--- config.mk ---
export PLATFORM = sky130hd
export DESIGN_NAME = touch_qualify_and_calibrate
export DESIGN_NICKNAME = d
export VERILOG_FILES = /design/src/touch_qual_pkg.sv /design/src/cycle_timer.sv /design/src/touch_qualify_and_calibrate.sv
export SDC_FILE = /design/constraint.sdc
export NUM_CORES = 1
export LEC_CHECK = 0
export ABC_CLOCK_PERIOD_IN_PS = 11600
export BUFFER_PORTS_ARGS = -buffer_cell sky130_fd_sc_hd__buf_2
export CORE_MARGIN = 4
export CORE_UTILIZATION = 50
export CTS_CLUSTER_SIZE = 24
export DETAILED_ROUTE_END_ITERATION = 8
export PLACE_DENSITY = 0.73
export SYNTH_ARGS = -nofsm -noshare
export SYNTH_HDL_FRONTEND = slang
export SYNTH_SLANG_ARGS = --single-unit
--- constraint.sdc ---
create_clock -name sys_clk -period 11.6 [get_ports sys_clk]
set_input_delay 0 -clock sys_clk [delete_from_list [all_inputs] [get_ports sys_clk]]
set_output_delay 0 -clock sys_clk [all_outputs]
set_load 0.05 [all_outputs]
--- src/touch_qual_pkg.sv ---
// Constants shared by the touch qualification block
package touch_qual_pkg;
  localparam int CLK_PERIOD_NS = 25;
  localparam int MS_NS = 1000000;
  localparam int MS_CYCLES = MS_NS / CLK_PERIOD_NS;
  localparam logic [9:0] WDOG_MS = 10'h1F4;
  localparam logic [7:0] MAX_CYCLE_MS = 8'hFE;
  localparam logic [6:0] CAL_CYCLES = 7'h40;
  localparam int N_NODES = 12;
  localparam int N_OBJ = 3;
  localparam int KEY_OBJ = 2;
  localparam logic [3:0] N_NODES_IDX = 4'hC;

  localparam logic [3:0] ADDR_CTRL = 4'h0;
  localparam logic [3:0] ADDR_NODE_EN = 4'h1;
  localparam logic [3:0] ADDR_THR = 4'h2;
  localparam logic [3:0] ADDR_LIMIT = 4'h3;
  localparam logic [3:0] ADDR_HOLD = 4'h4;
  localparam logic [3:0] ADDR_IDLE_INT = 4'h5;
  localparam logic [3:0] ADDR_ACTV_INT = 4'h6;
  localparam logic [3:0] ADDR_A2I = 4'h7;
  localparam logic [3:0] ADDR_GROUP = 4'h8;
  localparam logic [3:0] ADDR_GRIP = 4'h9;
  localparam logic [3:0] ADDR_MAXT = 4'hA;
  localparam logic [3:0] ADDR_RANGE = 4'hB;
  localparam logic [3:0] ADDR_STATUS = 4'hC;
  localparam logic [3:0] ADDR_REPORT = 4'hD;
  localparam logic [3:0] ADDR_MSG = 4'hE;

  localparam int CTRL_RECAL = 0;
  localparam int CTRL_NOISE = 1;
  localparam int CTRL_RANGE = 2;
  localparam int CTRL_KEYSUP = 3;

  localparam logic [11:0] NODE_EN_RST = 12'hFFF;
  localparam logic [10:0] THR_RST = 11'h040;
  localparam logic [3:0] LIMIT_RST = 4'h4;
  localparam logic [7:0] HOLD_RST = 8'h00;
  localparam logic [7:0] IDLE_INT_RST = 8'h20;
  localparam logic [7:0] ACTV_INT_RST = 8'h0A;
  localparam logic [15:0] A2I_RST = 16'h01F4;
  localparam logic [5:0] GROUP_RST = 6'h00;
  localparam logic [7:0] GRIP_RST = 8'h00;
  localparam logic [5:0] MAXT_RST = 6'h24;
  localparam logic [10:0] RANGE_RST = 11'h7FF;

  localparam logic [1:0] MSG_NONE = 2'h0;
  localparam logic [1:0] MSG_CAL_START = 2'h1;
  localparam logic [1:0] MSG_CAL_DONE = 2'h2;

  typedef enum {CYC_BURST, CYC_SLEEP} cyc_state_t;
endpackage

--- src/cycle_timer.sv ---
// Burst and sleep cycle timer with active to idle fallback
module cycle_timer
  import touch_qual_pkg::*;
#(
  parameter int MS_TICK_CYCLES = MS_CYCLES
)
(
  input wire logic sys_clk,
  input wire logic reset,
  input wire logic [7:0] idle_int,
  input wire logic [7:0] actv_int,
  input wire logic [15:0] a2i_to,
  input wire logic touch_present,
  input wire logic acq_done,
  output logic burst_active,
  output logic active_mode,
  output logic cycle_done,
  output logic ms_tick
);
  logic [31:0] div_q;
  cyc_state_t state_q;
  logic [7:0] elapsed_q;
  logic [15:0] quiet_q;
  logic active_q;
  logic [7:0] iv;

  function automatic logic [7:0] clamp_iv(input logic [7:0] v);
    if (v == 8'h00)
      clamp_iv = 8'h01;
    else if (v > MAX_CYCLE_MS)
      clamp_iv = MAX_CYCLE_MS;
    else
      clamp_iv = v;
  endfunction

  assign ms_tick = (div_q == 32'(MS_TICK_CYCLES - 1));
  assign iv = clamp_iv(active_q ? actv_int : idle_int);
  assign cycle_done = (state_q == CYC_SLEEP) && (elapsed_q >= iv);
  assign burst_active = (state_q == CYC_BURST);
  assign active_mode = active_q;

  // Millisecond divider
  always_ff @(posedge sys_clk or posedge reset)
    if (reset)
      div_q <= 32'h0000_0000;
    else if (ms_tick)
      div_q <= 32'h0000_0000;
    else
      div_q <= div_q + 32'h0000_0001;

  // Time since start of cycle
  always_ff @(posedge sys_clk or posedge reset)
    if (reset)
      elapsed_q <= 8'h00;
    else if (cycle_done)
      elapsed_q <= 8'h00;
    else if (ms_tick && elapsed_q != 8'hFF)
      elapsed_q <= elapsed_q + 8'h01;

  // Burst then sleep
  always_ff @(posedge sys_clk or posedge reset)
    if (reset)
      state_q <= CYC_BURST;
    else
      case (state_q)
        CYC_BURST:
          if (acq_done)
            state_q <= CYC_SLEEP;
        CYC_SLEEP:
          if (cycle_done)
            state_q <= CYC_BURST;
        default:
          state_q <= CYC_BURST;
      endcase

  // Active mode, dropped after quiet timeout
  always_ff @(posedge sys_clk or posedge reset)
    if (reset)
    begin
      active_q <= 1'b0;
      quiet_q <= 16'h0000;
    end
    else if (touch_present)
    begin
      active_q <= 1'b1;
      quiet_q <= 16'h0000;
    end
    else if (active_q && ms_tick)
    begin
      if (quiet_q + 16'h0001 >= a2i_to)
      begin
        active_q <= 1'b0;
        quiet_q <= 16'h0000;
      end
      else
        quiet_q <= quiet_q + 16'h0001;
    end
endmodule

--- src/touch_qualify_and_calibrate.sv ---
// Touch qualification, suppression, calibration and watchdog
// Notes on behaviour
// - Watchdog always on, fixed 500 ms, just under twice the 254 ms longest cycle.
// - Calibrate at power-up and node enable; otherwise only on listed triggers or watchdog expiry.
// - Recalibrate when an enabled node stays in detect beyond hold time.
// - Recalibrate on anti-touch delta at threshold while no touch exists.
// - Host recalibrate command or key configuration change recalibrates, any time.
// - One message at calibration start, one at calibration end.
// - Calibration is global; all nodes together.
// - Cycles of burst then sleep; length from idle or active interval.
// - Configurable timeout moves active mode to idle mode.
// - In a suppression group only the first-touched object reports.
// - Group blocks new detections until detected object is released.
// - An object may belong to several groups, each applied independently.
// - Key array internal suppression: one key blocks other keys.
// - Touch already in detect survives enabling suppression until release.
// - Integration counter increments on each above-threshold acquisition.
// - Sensor touched only once counter reaches configured limit.
// - Counter cleared on any acquisition not above threshold.
// - Noise suppression active from noise input pin or host indication.
// - With range rejection on, out-of-limit samples are discarded.
// - Border zone touches suppressed per touchscreen; centre still reported.
// - All touches of a screen suppressed when count exceeds maximum.
//
// Our own choices: the register offsets and the strobed register port.
module touch_qualify_and_calibrate
  import touch_qual_pkg::*;
#(
  parameter int MS_TICK_CYCLES = MS_CYCLES
)
(
  input wire logic sys_clk,
  input wire logic reset,
  input wire logic [3:0] reg_addr,
  input wire logic [15:0] reg_wdata,
  input wire logic reg_wr,
  input wire logic reg_rd,
  output logic [15:0] reg_rdata,
  input wire logic acq_valid,
  input wire logic [3:0] acq_node,
  input wire logic signed [11:0] acq_delta,
  input wire logic acq_done,
  input wire logic noise_source_input,
  output logic burst_active,
  output logic cal_active,
  output logic noise_suppress_active,
  output logic [11:0] touch_report,
  output logic msg_valid,
  output logic [1:0] msg_code,
  output logic wdog_expire
);
  logic host_noise_q, range_en_q, key_supp_q;
  logic [11:0] node_en_q;
  logic [10:0] thr_q;
  logic [3:0] limit_q;
  logic [7:0] hold_time_q, idle_int_q, actv_int_q;
  logic [15:0] a2i_q;
  logic [5:0] grp_q;
  logic [7:0] grip_q;
  logic [5:0] max_q;
  logic [10:0] range_q;
  logic [15:0] rd_d;
  logic [3:0] integ_q [N_NODES];
  logic [7:0] hold_q [N_NODES];
  logic [11:0] detect_q, report_q, report_d, touch_d, qual;
  logic cal_req_q, cal_active_q, cal_start, cal_end, trig;
  logic [6:0] cal_cnt_q;
  logic [9:0] wdog_cnt_q;
  logic noise_q, active_mode, cycle_done, ms_tick, hold_trip;
  logic recal_cmd, cfg_change, en_rise;
  logic samp_ok, samp_use, range_bad, above, anti_trip;
  logic [11:0] abs_delta, neg_thr;
  logic [3:0] integ_cur, integ_inc;

  function automatic logic obj_any(input logic [11:0] v, input int o);
    obj_any = |v[o*4 +: 4];
  endfunction

  function automatic logic [2:0] popcnt4(input logic [3:0] v);
    popcnt4 = {2'b00, v[0]} + {2'b00, v[1]} + {2'b00, v[2]} + {2'b00, v[3]};
  endfunction

  // Register writes
  always_ff @(posedge sys_clk or posedge reset)
    if (reset)
    begin
      host_noise_q <= 1'b0;
      range_en_q <= 1'b0;
      key_supp_q <= 1'b0;
      node_en_q <= NODE_EN_RST;
      thr_q <= THR_RST;
      limit_q <= LIMIT_RST;
      hold_time_q <= HOLD_RST;
      idle_int_q <= IDLE_INT_RST;
      actv_int_q <= ACTV_INT_RST;
      a2i_q <= A2I_RST;
      grp_q <= GROUP_RST;
      grip_q <= GRIP_RST;
      max_q <= MAXT_RST;
      range_q <= RANGE_RST;
    end
    else if (reg_wr)
      case (reg_addr)
        ADDR_CTRL:
        begin
          host_noise_q <= reg_wdata[CTRL_NOISE];
          range_en_q <= reg_wdata[CTRL_RANGE];
          key_supp_q <= reg_wdata[CTRL_KEYSUP];
        end
        ADDR_NODE_EN: node_en_q <= reg_wdata[11:0];
        ADDR_THR: thr_q <= reg_wdata[10:0];
        ADDR_LIMIT: limit_q <= reg_wdata[3:0];
        ADDR_HOLD: hold_time_q <= reg_wdata[7:0];
        ADDR_IDLE_INT: idle_int_q <= reg_wdata[7:0];
        ADDR_ACTV_INT: actv_int_q <= reg_wdata[7:0];
        ADDR_A2I: a2i_q <= reg_wdata;
        ADDR_GROUP: grp_q <= reg_wdata[5:0];
        ADDR_GRIP: grip_q <= reg_wdata[7:0];
        ADDR_MAXT: max_q <= reg_wdata[5:0];
        ADDR_RANGE: range_q <= reg_wdata[10:0];
        default: ;
      endcase

  // Read mux; unmapped reads return zero
  always_comb
  begin
    case (reg_addr)
      ADDR_CTRL: rd_d = {12'h000, key_supp_q, range_en_q, host_noise_q, 1'b0};
      ADDR_NODE_EN: rd_d = {4'h0, node_en_q};
      ADDR_THR: rd_d = {5'h00, thr_q};
      ADDR_LIMIT: rd_d = {12'h000, limit_q};
      ADDR_HOLD: rd_d = {8'h00, hold_time_q};
      ADDR_IDLE_INT: rd_d = {8'h00, idle_int_q};
      ADDR_ACTV_INT: rd_d = {8'h00, actv_int_q};
      ADDR_A2I: rd_d = a2i_q;
      ADDR_GROUP: rd_d = {10'h000, grp_q};
      ADDR_GRIP: rd_d = {8'h00, grip_q};
      ADDR_MAXT: rd_d = {10'h000, max_q};
      ADDR_RANGE: rd_d = {5'h00, range_q};
      ADDR_STATUS: rd_d = {11'h000, cal_req_q, burst_active, noise_q, cal_active_q, active_mode};
      ADDR_REPORT: rd_d = {4'h0, touch_report};
      ADDR_MSG: rd_d = {14'h0000, msg_code};
      default: rd_d = 16'h0000;
    endcase
  end

  always_ff @(posedge sys_clk or posedge reset)
    if (reset)
      reg_rdata <= 16'h0000;
    else if (reg_rd)
      reg_rdata <= rd_d;
    else
      reg_rdata <= 16'h0000;

  // Recalibration triggers from the host side
  assign recal_cmd = reg_wr && reg_addr == ADDR_CTRL && reg_wdata[CTRL_RECAL];
  assign cfg_change = reg_wr && (reg_addr == ADDR_THR || reg_addr == ADDR_LIMIT);
  assign en_rise = reg_wr && reg_addr == ADDR_NODE_EN && |(reg_wdata[11:0] & ~node_en_q);

  // Noise suppression request
  always_ff @(posedge sys_clk or posedge reset)
    if (reset)
      noise_q <= 1'b0;
    else
      noise_q <= noise_source_input | host_noise_q;
  assign noise_suppress_active = noise_q;

  // Sample qualification
  assign samp_ok = acq_valid && !cal_active_q && acq_node < N_NODES_IDX && node_en_q[acq_node];
  assign abs_delta = acq_delta[11] ? 12'(-acq_delta) : acq_delta;
  assign range_bad = range_en_q && abs_delta > {1'b0, range_q};
  assign samp_use = samp_ok && !range_bad;
  assign above = acq_delta > $signed({1'b0, thr_q});
  assign neg_thr = 12'(-{1'b0, thr_q});
  assign anti_trip = samp_use && acq_delta <= $signed(neg_thr)
                     && detect_q == 12'h000 && report_q == 12'h000;
  assign integ_cur = integ_q[acq_node];
  assign integ_inc = (integ_cur >= limit_q) ? integ_cur : integ_cur + 4'h1;

  // Detection integrator
  always_ff @(posedge sys_clk or posedge reset)
    if (reset)
    begin
      for (int n = 0; n < N_NODES; n++)
        integ_q[n] <= 4'h0;
      detect_q <= 12'h000;
    end
    else if (cal_active_q)
    begin
      for (int n = 0; n < N_NODES; n++)
        integ_q[n] <= 4'h0;
      detect_q <= 12'h000;
    end
    else if (samp_use)
    begin
      if (above)
      begin
        integ_q[acq_node] <= integ_inc;
        detect_q[acq_node] <= integ_inc >= limit_q;
      end
      else
      begin
        integ_q[acq_node] <= 4'h0;
        detect_q[acq_node] <= 1'b0;
      end
    end

  // Detect hold counters
  always_ff @(posedge sys_clk or posedge reset)
    if (reset)
      for (int n = 0; n < N_NODES; n++)
        hold_q[n] <= 8'h00;
    else if (cal_active_q)
      for (int n = 0; n < N_NODES; n++)
        hold_q[n] <= 8'h00;
    else if (acq_done)
      for (int n = 0; n < N_NODES; n++)
        if (detect_q[n] && node_en_q[n])
          hold_q[n] <= (hold_q[n] == 8'hFF) ? 8'hFF : hold_q[n] + 8'h01;
        else
          hold_q[n] <= 8'h00;

  always_comb
  begin
    hold_trip = 1'b0;
    for (int n = 0; n < N_NODES; n++)
      if (hold_time_q != 8'h00 && detect_q[n] && node_en_q[n] && hold_q[n] >= hold_time_q)
        hold_trip = 1'b1;
  end

  // Group and internal suppression, grip, max touch
  always_comb
  begin
    logic blocked;
    int o;
    blocked = 1'b0;
    o = 0;
    qual = detect_q & node_en_q & ~{4'h0, grip_q};
    report_d = report_q & qual;
    for (int n = 0; n < N_NODES; n++)
      if (qual[n] && !report_d[n])
      begin
        o = n / 4;
        blocked = 1'b0;
        for (int p = 0; p < N_OBJ; p++)
          if (p != o && |(grp_q[o*2 +: 2] & grp_q[p*2 +: 2]) && obj_any(report_d, p))
            blocked = 1'b1;
        if (o == KEY_OBJ && key_supp_q && obj_any(report_d, KEY_OBJ))
          blocked = 1'b1;
        if (!blocked)
          report_d[n] = 1'b1;
      end
    touch_d = report_d;
    if (popcnt4(report_d[3:0]) > max_q[2:0])
      touch_d[3:0] = 4'h0;
    if (popcnt4(report_d[7:4]) > max_q[5:3])
      touch_d[7:4] = 4'h0;
  end

  // Reported touches, updated at end of burst
  always_ff @(posedge sys_clk or posedge reset)
    if (reset)
    begin
      report_q <= 12'h000;
      touch_report <= 12'h000;
    end
    else if (cal_active_q)
    begin
      report_q <= 12'h000;
      touch_report <= 12'h000;
    end
    else if (acq_done)
    begin
      report_q <= report_d;
      touch_report <= touch_d;
    end

  // Calibration sequencer
  assign trig = recal_cmd | cfg_change | en_rise | (hold_trip & acq_done)
                | anti_trip | wdog_expire;
  assign cal_start = cal_req_q && !cal_active_q;
  assign cal_end = cal_active_q && cal_cnt_q == CAL_CYCLES - 7'h01;

  always_ff @(posedge sys_clk or posedge reset)
    if (reset)
      cal_req_q <= 1'b1;
    else
      cal_req_q <= trig | (cal_req_q & ~cal_start);

  always_ff @(posedge sys_clk or posedge reset)
    if (reset)
    begin
      cal_active_q <= 1'b0;
      cal_cnt_q <= 7'h00;
    end
    else if (cal_start)
    begin
      cal_active_q <= 1'b1;
      cal_cnt_q <= 7'h00;
    end
    else if (cal_end)
      cal_active_q <= 1'b0;
    else if (cal_active_q)
      cal_cnt_q <= cal_cnt_q + 7'h01;
  assign cal_active = cal_active_q;

  // Status messages
  always_ff @(posedge sys_clk or posedge reset)
    if (reset)
    begin
      msg_valid <= 1'b0;
      msg_code <= MSG_NONE;
    end
    else
    begin
      msg_valid <= cal_start | cal_end;
      if (cal_start)
        msg_code <= MSG_CAL_START;
      else if (cal_end)
        msg_code <= MSG_CAL_DONE;
    end

  // Watchdog, restarted each completed cycle
  always_ff @(posedge sys_clk or posedge reset)
    if (reset)
    begin
      wdog_cnt_q <= 10'h000;
      wdog_expire <= 1'b0;
    end
    else
    begin
      wdog_expire <= 1'b0;
      if (cycle_done)
        wdog_cnt_q <= 10'h000;
      else if (ms_tick)
      begin
        if (wdog_cnt_q == WDOG_MS - 10'h001)
        begin
          wdog_cnt_q <= 10'h000;
          wdog_expire <= 1'b1;
        end
        else
          wdog_cnt_q <= wdog_cnt_q + 10'h001;
      end
    end

  cycle_timer #(
    .MS_TICK_CYCLES(MS_TICK_CYCLES)
  ) u_cycle (
    .sys_clk(sys_clk),
    .reset(reset),
    .idle_int(idle_int_q),
    .actv_int(actv_int_q),
    .a2i_to(a2i_q),
    .touch_present(|report_q),
    .acq_done(acq_done),
    .burst_active(burst_active),
    .active_mode(active_mode),
    .cycle_done(cycle_done),
    .ms_tick(ms_tick)
  );

  // Checks
  chk_cal_start_msg: assert property (@(posedge sys_clk) disable iff (reset)
    cal_start |=> msg_valid && msg_code == MSG_CAL_START)
    else $error("no start message");
  chk_cal_done_msg: assert property (@(posedge sys_clk) disable iff (reset)
    $fell(cal_active_q) |-> msg_valid && msg_code == MSG_CAL_DONE)
    else $error("no done message");
  chk_cal_global: assert property (@(posedge sys_clk) disable iff (reset)
    cal_start |=> ##1 touch_report == 12'h000 && detect_q == 12'h000)
    else $error("calibration not global");
  chk_integ_clear: assert property (@(posedge sys_clk) disable iff (reset)
    samp_use && !above && acq_node == 4'h0 |=> integ_q[0] == 4'h0 && !detect_q[0])
    else $error("integrator not cleared");
  chk_integ_step: assert property (@(posedge sys_clk) disable iff (reset)
    samp_use && above && acq_node == 4'h0 && integ_q[0] < limit_q
    |=> integ_q[0] == $past(integ_q[0]) + 4'h1)
    else $error("integrator not stepped");
  chk_detect_limit: assert property (@(posedge sys_clk) disable iff (reset)
    $rose(detect_q[0]) |-> integ_q[0] >= limit_q)
    else $error("detect before limit");
  chk_grip_border: assert property (@(posedge sys_clk) disable iff (reset)
    $past(acq_done) && !$past(cal_active_q) && $stable(grip_q)
    |-> (touch_report[7:0] & grip_q) == 8'h00)
    else $error("border touch reported");
  chk_max_touch: assert property (@(posedge sys_clk) disable iff (reset)
    $past(acq_done) && $stable(max_q) |-> popcnt4(touch_report[3:0]) <= max_q[2:0]
    && popcnt4(touch_report[7:4]) <= max_q[5:3])
    else $error("max touch exceeded");
  chk_wdog_restart: assert property (@(posedge sys_clk) disable iff (reset)
    cycle_done |=> wdog_cnt_q == 10'h000 && !wdog_expire)
    else $error("watchdog not restarted");
  chk_noise_follow: assert property (@(posedge sys_clk) disable iff (reset)
    noise_source_input |=> noise_suppress_active)
    else $error("noise suppression missed");
endmodule

==> results.json <==
{
  "cp_max_fo": 9,
  "io_pins": 78,
  "path_class": "flop to flop",
  "power_density_mw_per_mm2": 139,
  "dr.pass1.iters": 6,
  "via_per_inst": 6.33,
  "drc_errors": 0,
  "synthFlopType": "dfrtp_1",
  "portBuffers": 77,
  "numCtsBuffers": 44,
  "synth_warnings": 0,
  "r2r_end": "touch_report[4]",
  "grt_pass1_vias": 19700,
  "hold_end": "reg_rdata[7]",
  "rsz0062_at_grt": "false",
  "syn_to_final_growth_pct": 11.1,
  "std_cell_rows": 78,
  "r2r_cells": 19,
  "fp.dieW_um": 224,
  "worstSkewPairLatency_ns": 0.60,
  "hold_depth": 3,
  "synth.net_count": 2755,
  "final_common_cell": "dfrtp_1",
  "grt_max_degree": 89,
  "antenna_found_initial": 1,
  "crit_required_ns": 12.10,
  "fillCellCount": 4000,
  "p_total_mw": 3.60,
  "fin_crit_sh_pct": 47.4,
  "drive_above_1_share_pct": 11.7,
  "status": "complete, no violations",
  "maxCapViolCount": 0,
  "root_buffer": "clkbuf_16",
  "clock_sinks": 374,
  "synth_cell_types": 81,
  "fp.dieH_um": 224,
  "timing.critical_path.from": "node_en_q[8]",
  "post-route-min-period_ns": 5.50,
  "pwr-share-seq_pct": 42.3,
  "yosysSeqAreaShare_pct": 40.3,
  "grt_pass1_wl_mm": 112,
  "coreArea_mm2": 0.0458,
  "ff2ff_setup_slack_ns": 6.10,
  "mostFrequentLayoutCells": "dfrtp_1 (336), nand2_1 (261), o21ai_0 (256), ha_1 (193), inv_1 (142)",
  "crit_arrival_ns": 6.00,
  "clockPowerShare_pct": 40.3,
  "cts.path.max_buffers": 3,
  "cts_hold_buf": 25,
  "fin_ws_ns": 6.10,
  "post_cts_buffers": 0,
  "die_area_mm2": 0.0502,
  "max_freq_mhz": 182,
  "setup-tns-final_ns": 0,
  "p_int_mw": 2.52,
  "tightest_slew_ns": 1.18,
  "netlist_area_mm2": 0.0233,
  "power.switching_mw": 1.08,
  "fin_cells": 3207,
  "cts_tree": "built",
  "htree_levels": 2,
  "hold_viol_final": 0,
  "gr-usage-all-layers_pct": 27.8,
  "hp-class": "input port to flop",
  "p_sw_share_pct": 30.1,
  "path_clk_slew_ns": 0.06,
  "synth.avg_cell_area_um2": 9.27,
  "wl_met3_mm": 5.72,
  "postCtsResizedCells": 0,
  "ys_ff_latch": 374,
  "initial_core_util_pct": 51.0,
  "utilization_pct": 56.7,
  "syn-instance-count": 2517,
  "fin_nets": 2811,
  "power_frac_comb_pct": 17.4,
  "hpwl_mm": 50.7,
  "synth_edf_count": 0,
  "timing.hold.ws_ns": 0.0614,
  "finalInstanceArea_mm2": 0.0259,
  "ir_worst_vdd_mv": 0.137,
  "diodes": 0,
  "drt-total-wl_mm": 70.9,
  "slew_headroom_pct": 20.9,
  "drtIter0Drc": 1886,
  "skew_ns": 0.0270,
  "dpl-instance-area_mm2": 0.0242,
  "post-place-ws_ns": 6.22,
  "end_kind": "flop",
  "drv_slew": 0,
  "critPathLaunchType": "flop",
  "setup_viol": 0,
  "rr_startpoint": "node_en_q[8]",
  "via_count": 20300,
  "m1WireLength_mm": 30.3,
  "p_leak_nw": 11.6,
  "gp_congestion": 0.984,
  "dp.cells": 3102,
  "grt_overflow": 0,
  "wire_per_inst_um": 22.1,
  "min_from": "reg_addr[0]",
  "async_flop_share_pct": 100,
  "routed.top_layer": "met5",
  "met2_length_mm": 32.0,
  "ant_nets": 0
}
[cells in the mapped netlist, types with 33 or more instances]
library cell	count	share of area (%)
mux2_2	56	2.7
ha_1	193	10
xnor2_1	52	2.0
o21ai_0	256	5.5
nor2_1	133	2.1
nor3_1	41	0.88
nand3_1	121	2.6
nand2b_1	43	1.2
dfstp_2	37	4.2
dfrtp_1	337	36
inv_1	143	2.3
mux2i_1	43	1.8
o31ai_1	35	1.1
nand2_1	261	4.2
clkbuf_1	90	1.4
a21oi_1	124	2.7
and3_1	63	1.7
a21o_1	34	1.1
a22o_1	33	1.2
nand4_1	34	0.91
[critical path, cell delays in order, from the launching register on]
cell and delay [ns]:
dfstp_2 0.62, nand3_1 0.14, a41oi_1 0.29, a21oi_1 0.14
o21ai_0 0.54, ha_1 0.25, a21boi_0 0.27, a21boi_0 0.25
nor3_2 0.51, o21bai_1 0.23, fa_1 0.57, inv_1 0.04
ha_1 0.18, ha_1 0.27, ha_1 0.28, nor2b_1 0.13
o21a_1 0.16, o21ai_0 0.21, nand2_1 0.12, o21ai_0 0.19
[sequential cells by signal (all words and copies together) (netlist names), 10 cells and up]
name             count
node_en_q           12
reg_rdata           16
hold_q              96
integ_q             48
touch_report        12
wdog_cnt_q          10
u_cycle.quiet_q     16
detect_q            12
a2i_q               16
range_q             11
u_cycle.div_q       32
thr_q               11
[cell type report]
type / count / area (um^2) / area share (%)
Clock buffer: 66 / 1300 / 5.03
Clock inverter: 14 / 194 / 0.748
Inverter: 144 / 548 / 2.11
Multi-Input combinational cell: 1889 / 13000 / 50.0
Sequential cell: 374 / 9410 / 36.3
Tap cell: 600 / 751 / 2.89
Timing Repair Buffer: 120 / 771 / 2.97
[worst max path at each step]
stage | to | cells after the start
floorplan | a2i_q[0] | 1
detailed placement | touch_report[7] | 19
global placement | touch_report[5] | 19
global route | touch_report[4] | 19
CTS | touch_report[4] | 19
finish | touch_report[4] | 19
[kinds of logic (layout without fill, tap and decap cells)]
group                    Yosys count  in the layout  synth area share, %
XOR/XNOR                          75             75                 2.81
AND/OR/NAND/NOR                  847            847                 18.4
adder cells (fa/ha/maj)          195            195                 10.5
buffers and inverters            254            344                 4.26
AO/OA/AOI/OAI                    654            654                 17.4
multiplexers                     118            118                 6.38
flip-flops                       374            374                 40.3
[routing by layer]
layer,global-route usage (%),vias to the layer above
li1,-,9299
met1,38.7,9993
met2,43.3,841
met3,5.52,177
met4,10.6,2
met5,0,-
[power groups by stage]
stage	sequential, mW	clock, mW	combinational (mW)
finish	1.52	1.45	0.627
global route	1.53	1.52	0.695
CTS	1.52	1.47	0.625
detailed placement	1.54	0	0.613
global placement	1.53	0	0.593
floorplan	1.50	0	0.419
Note: power is estimated with default switching activity, not from simulation.
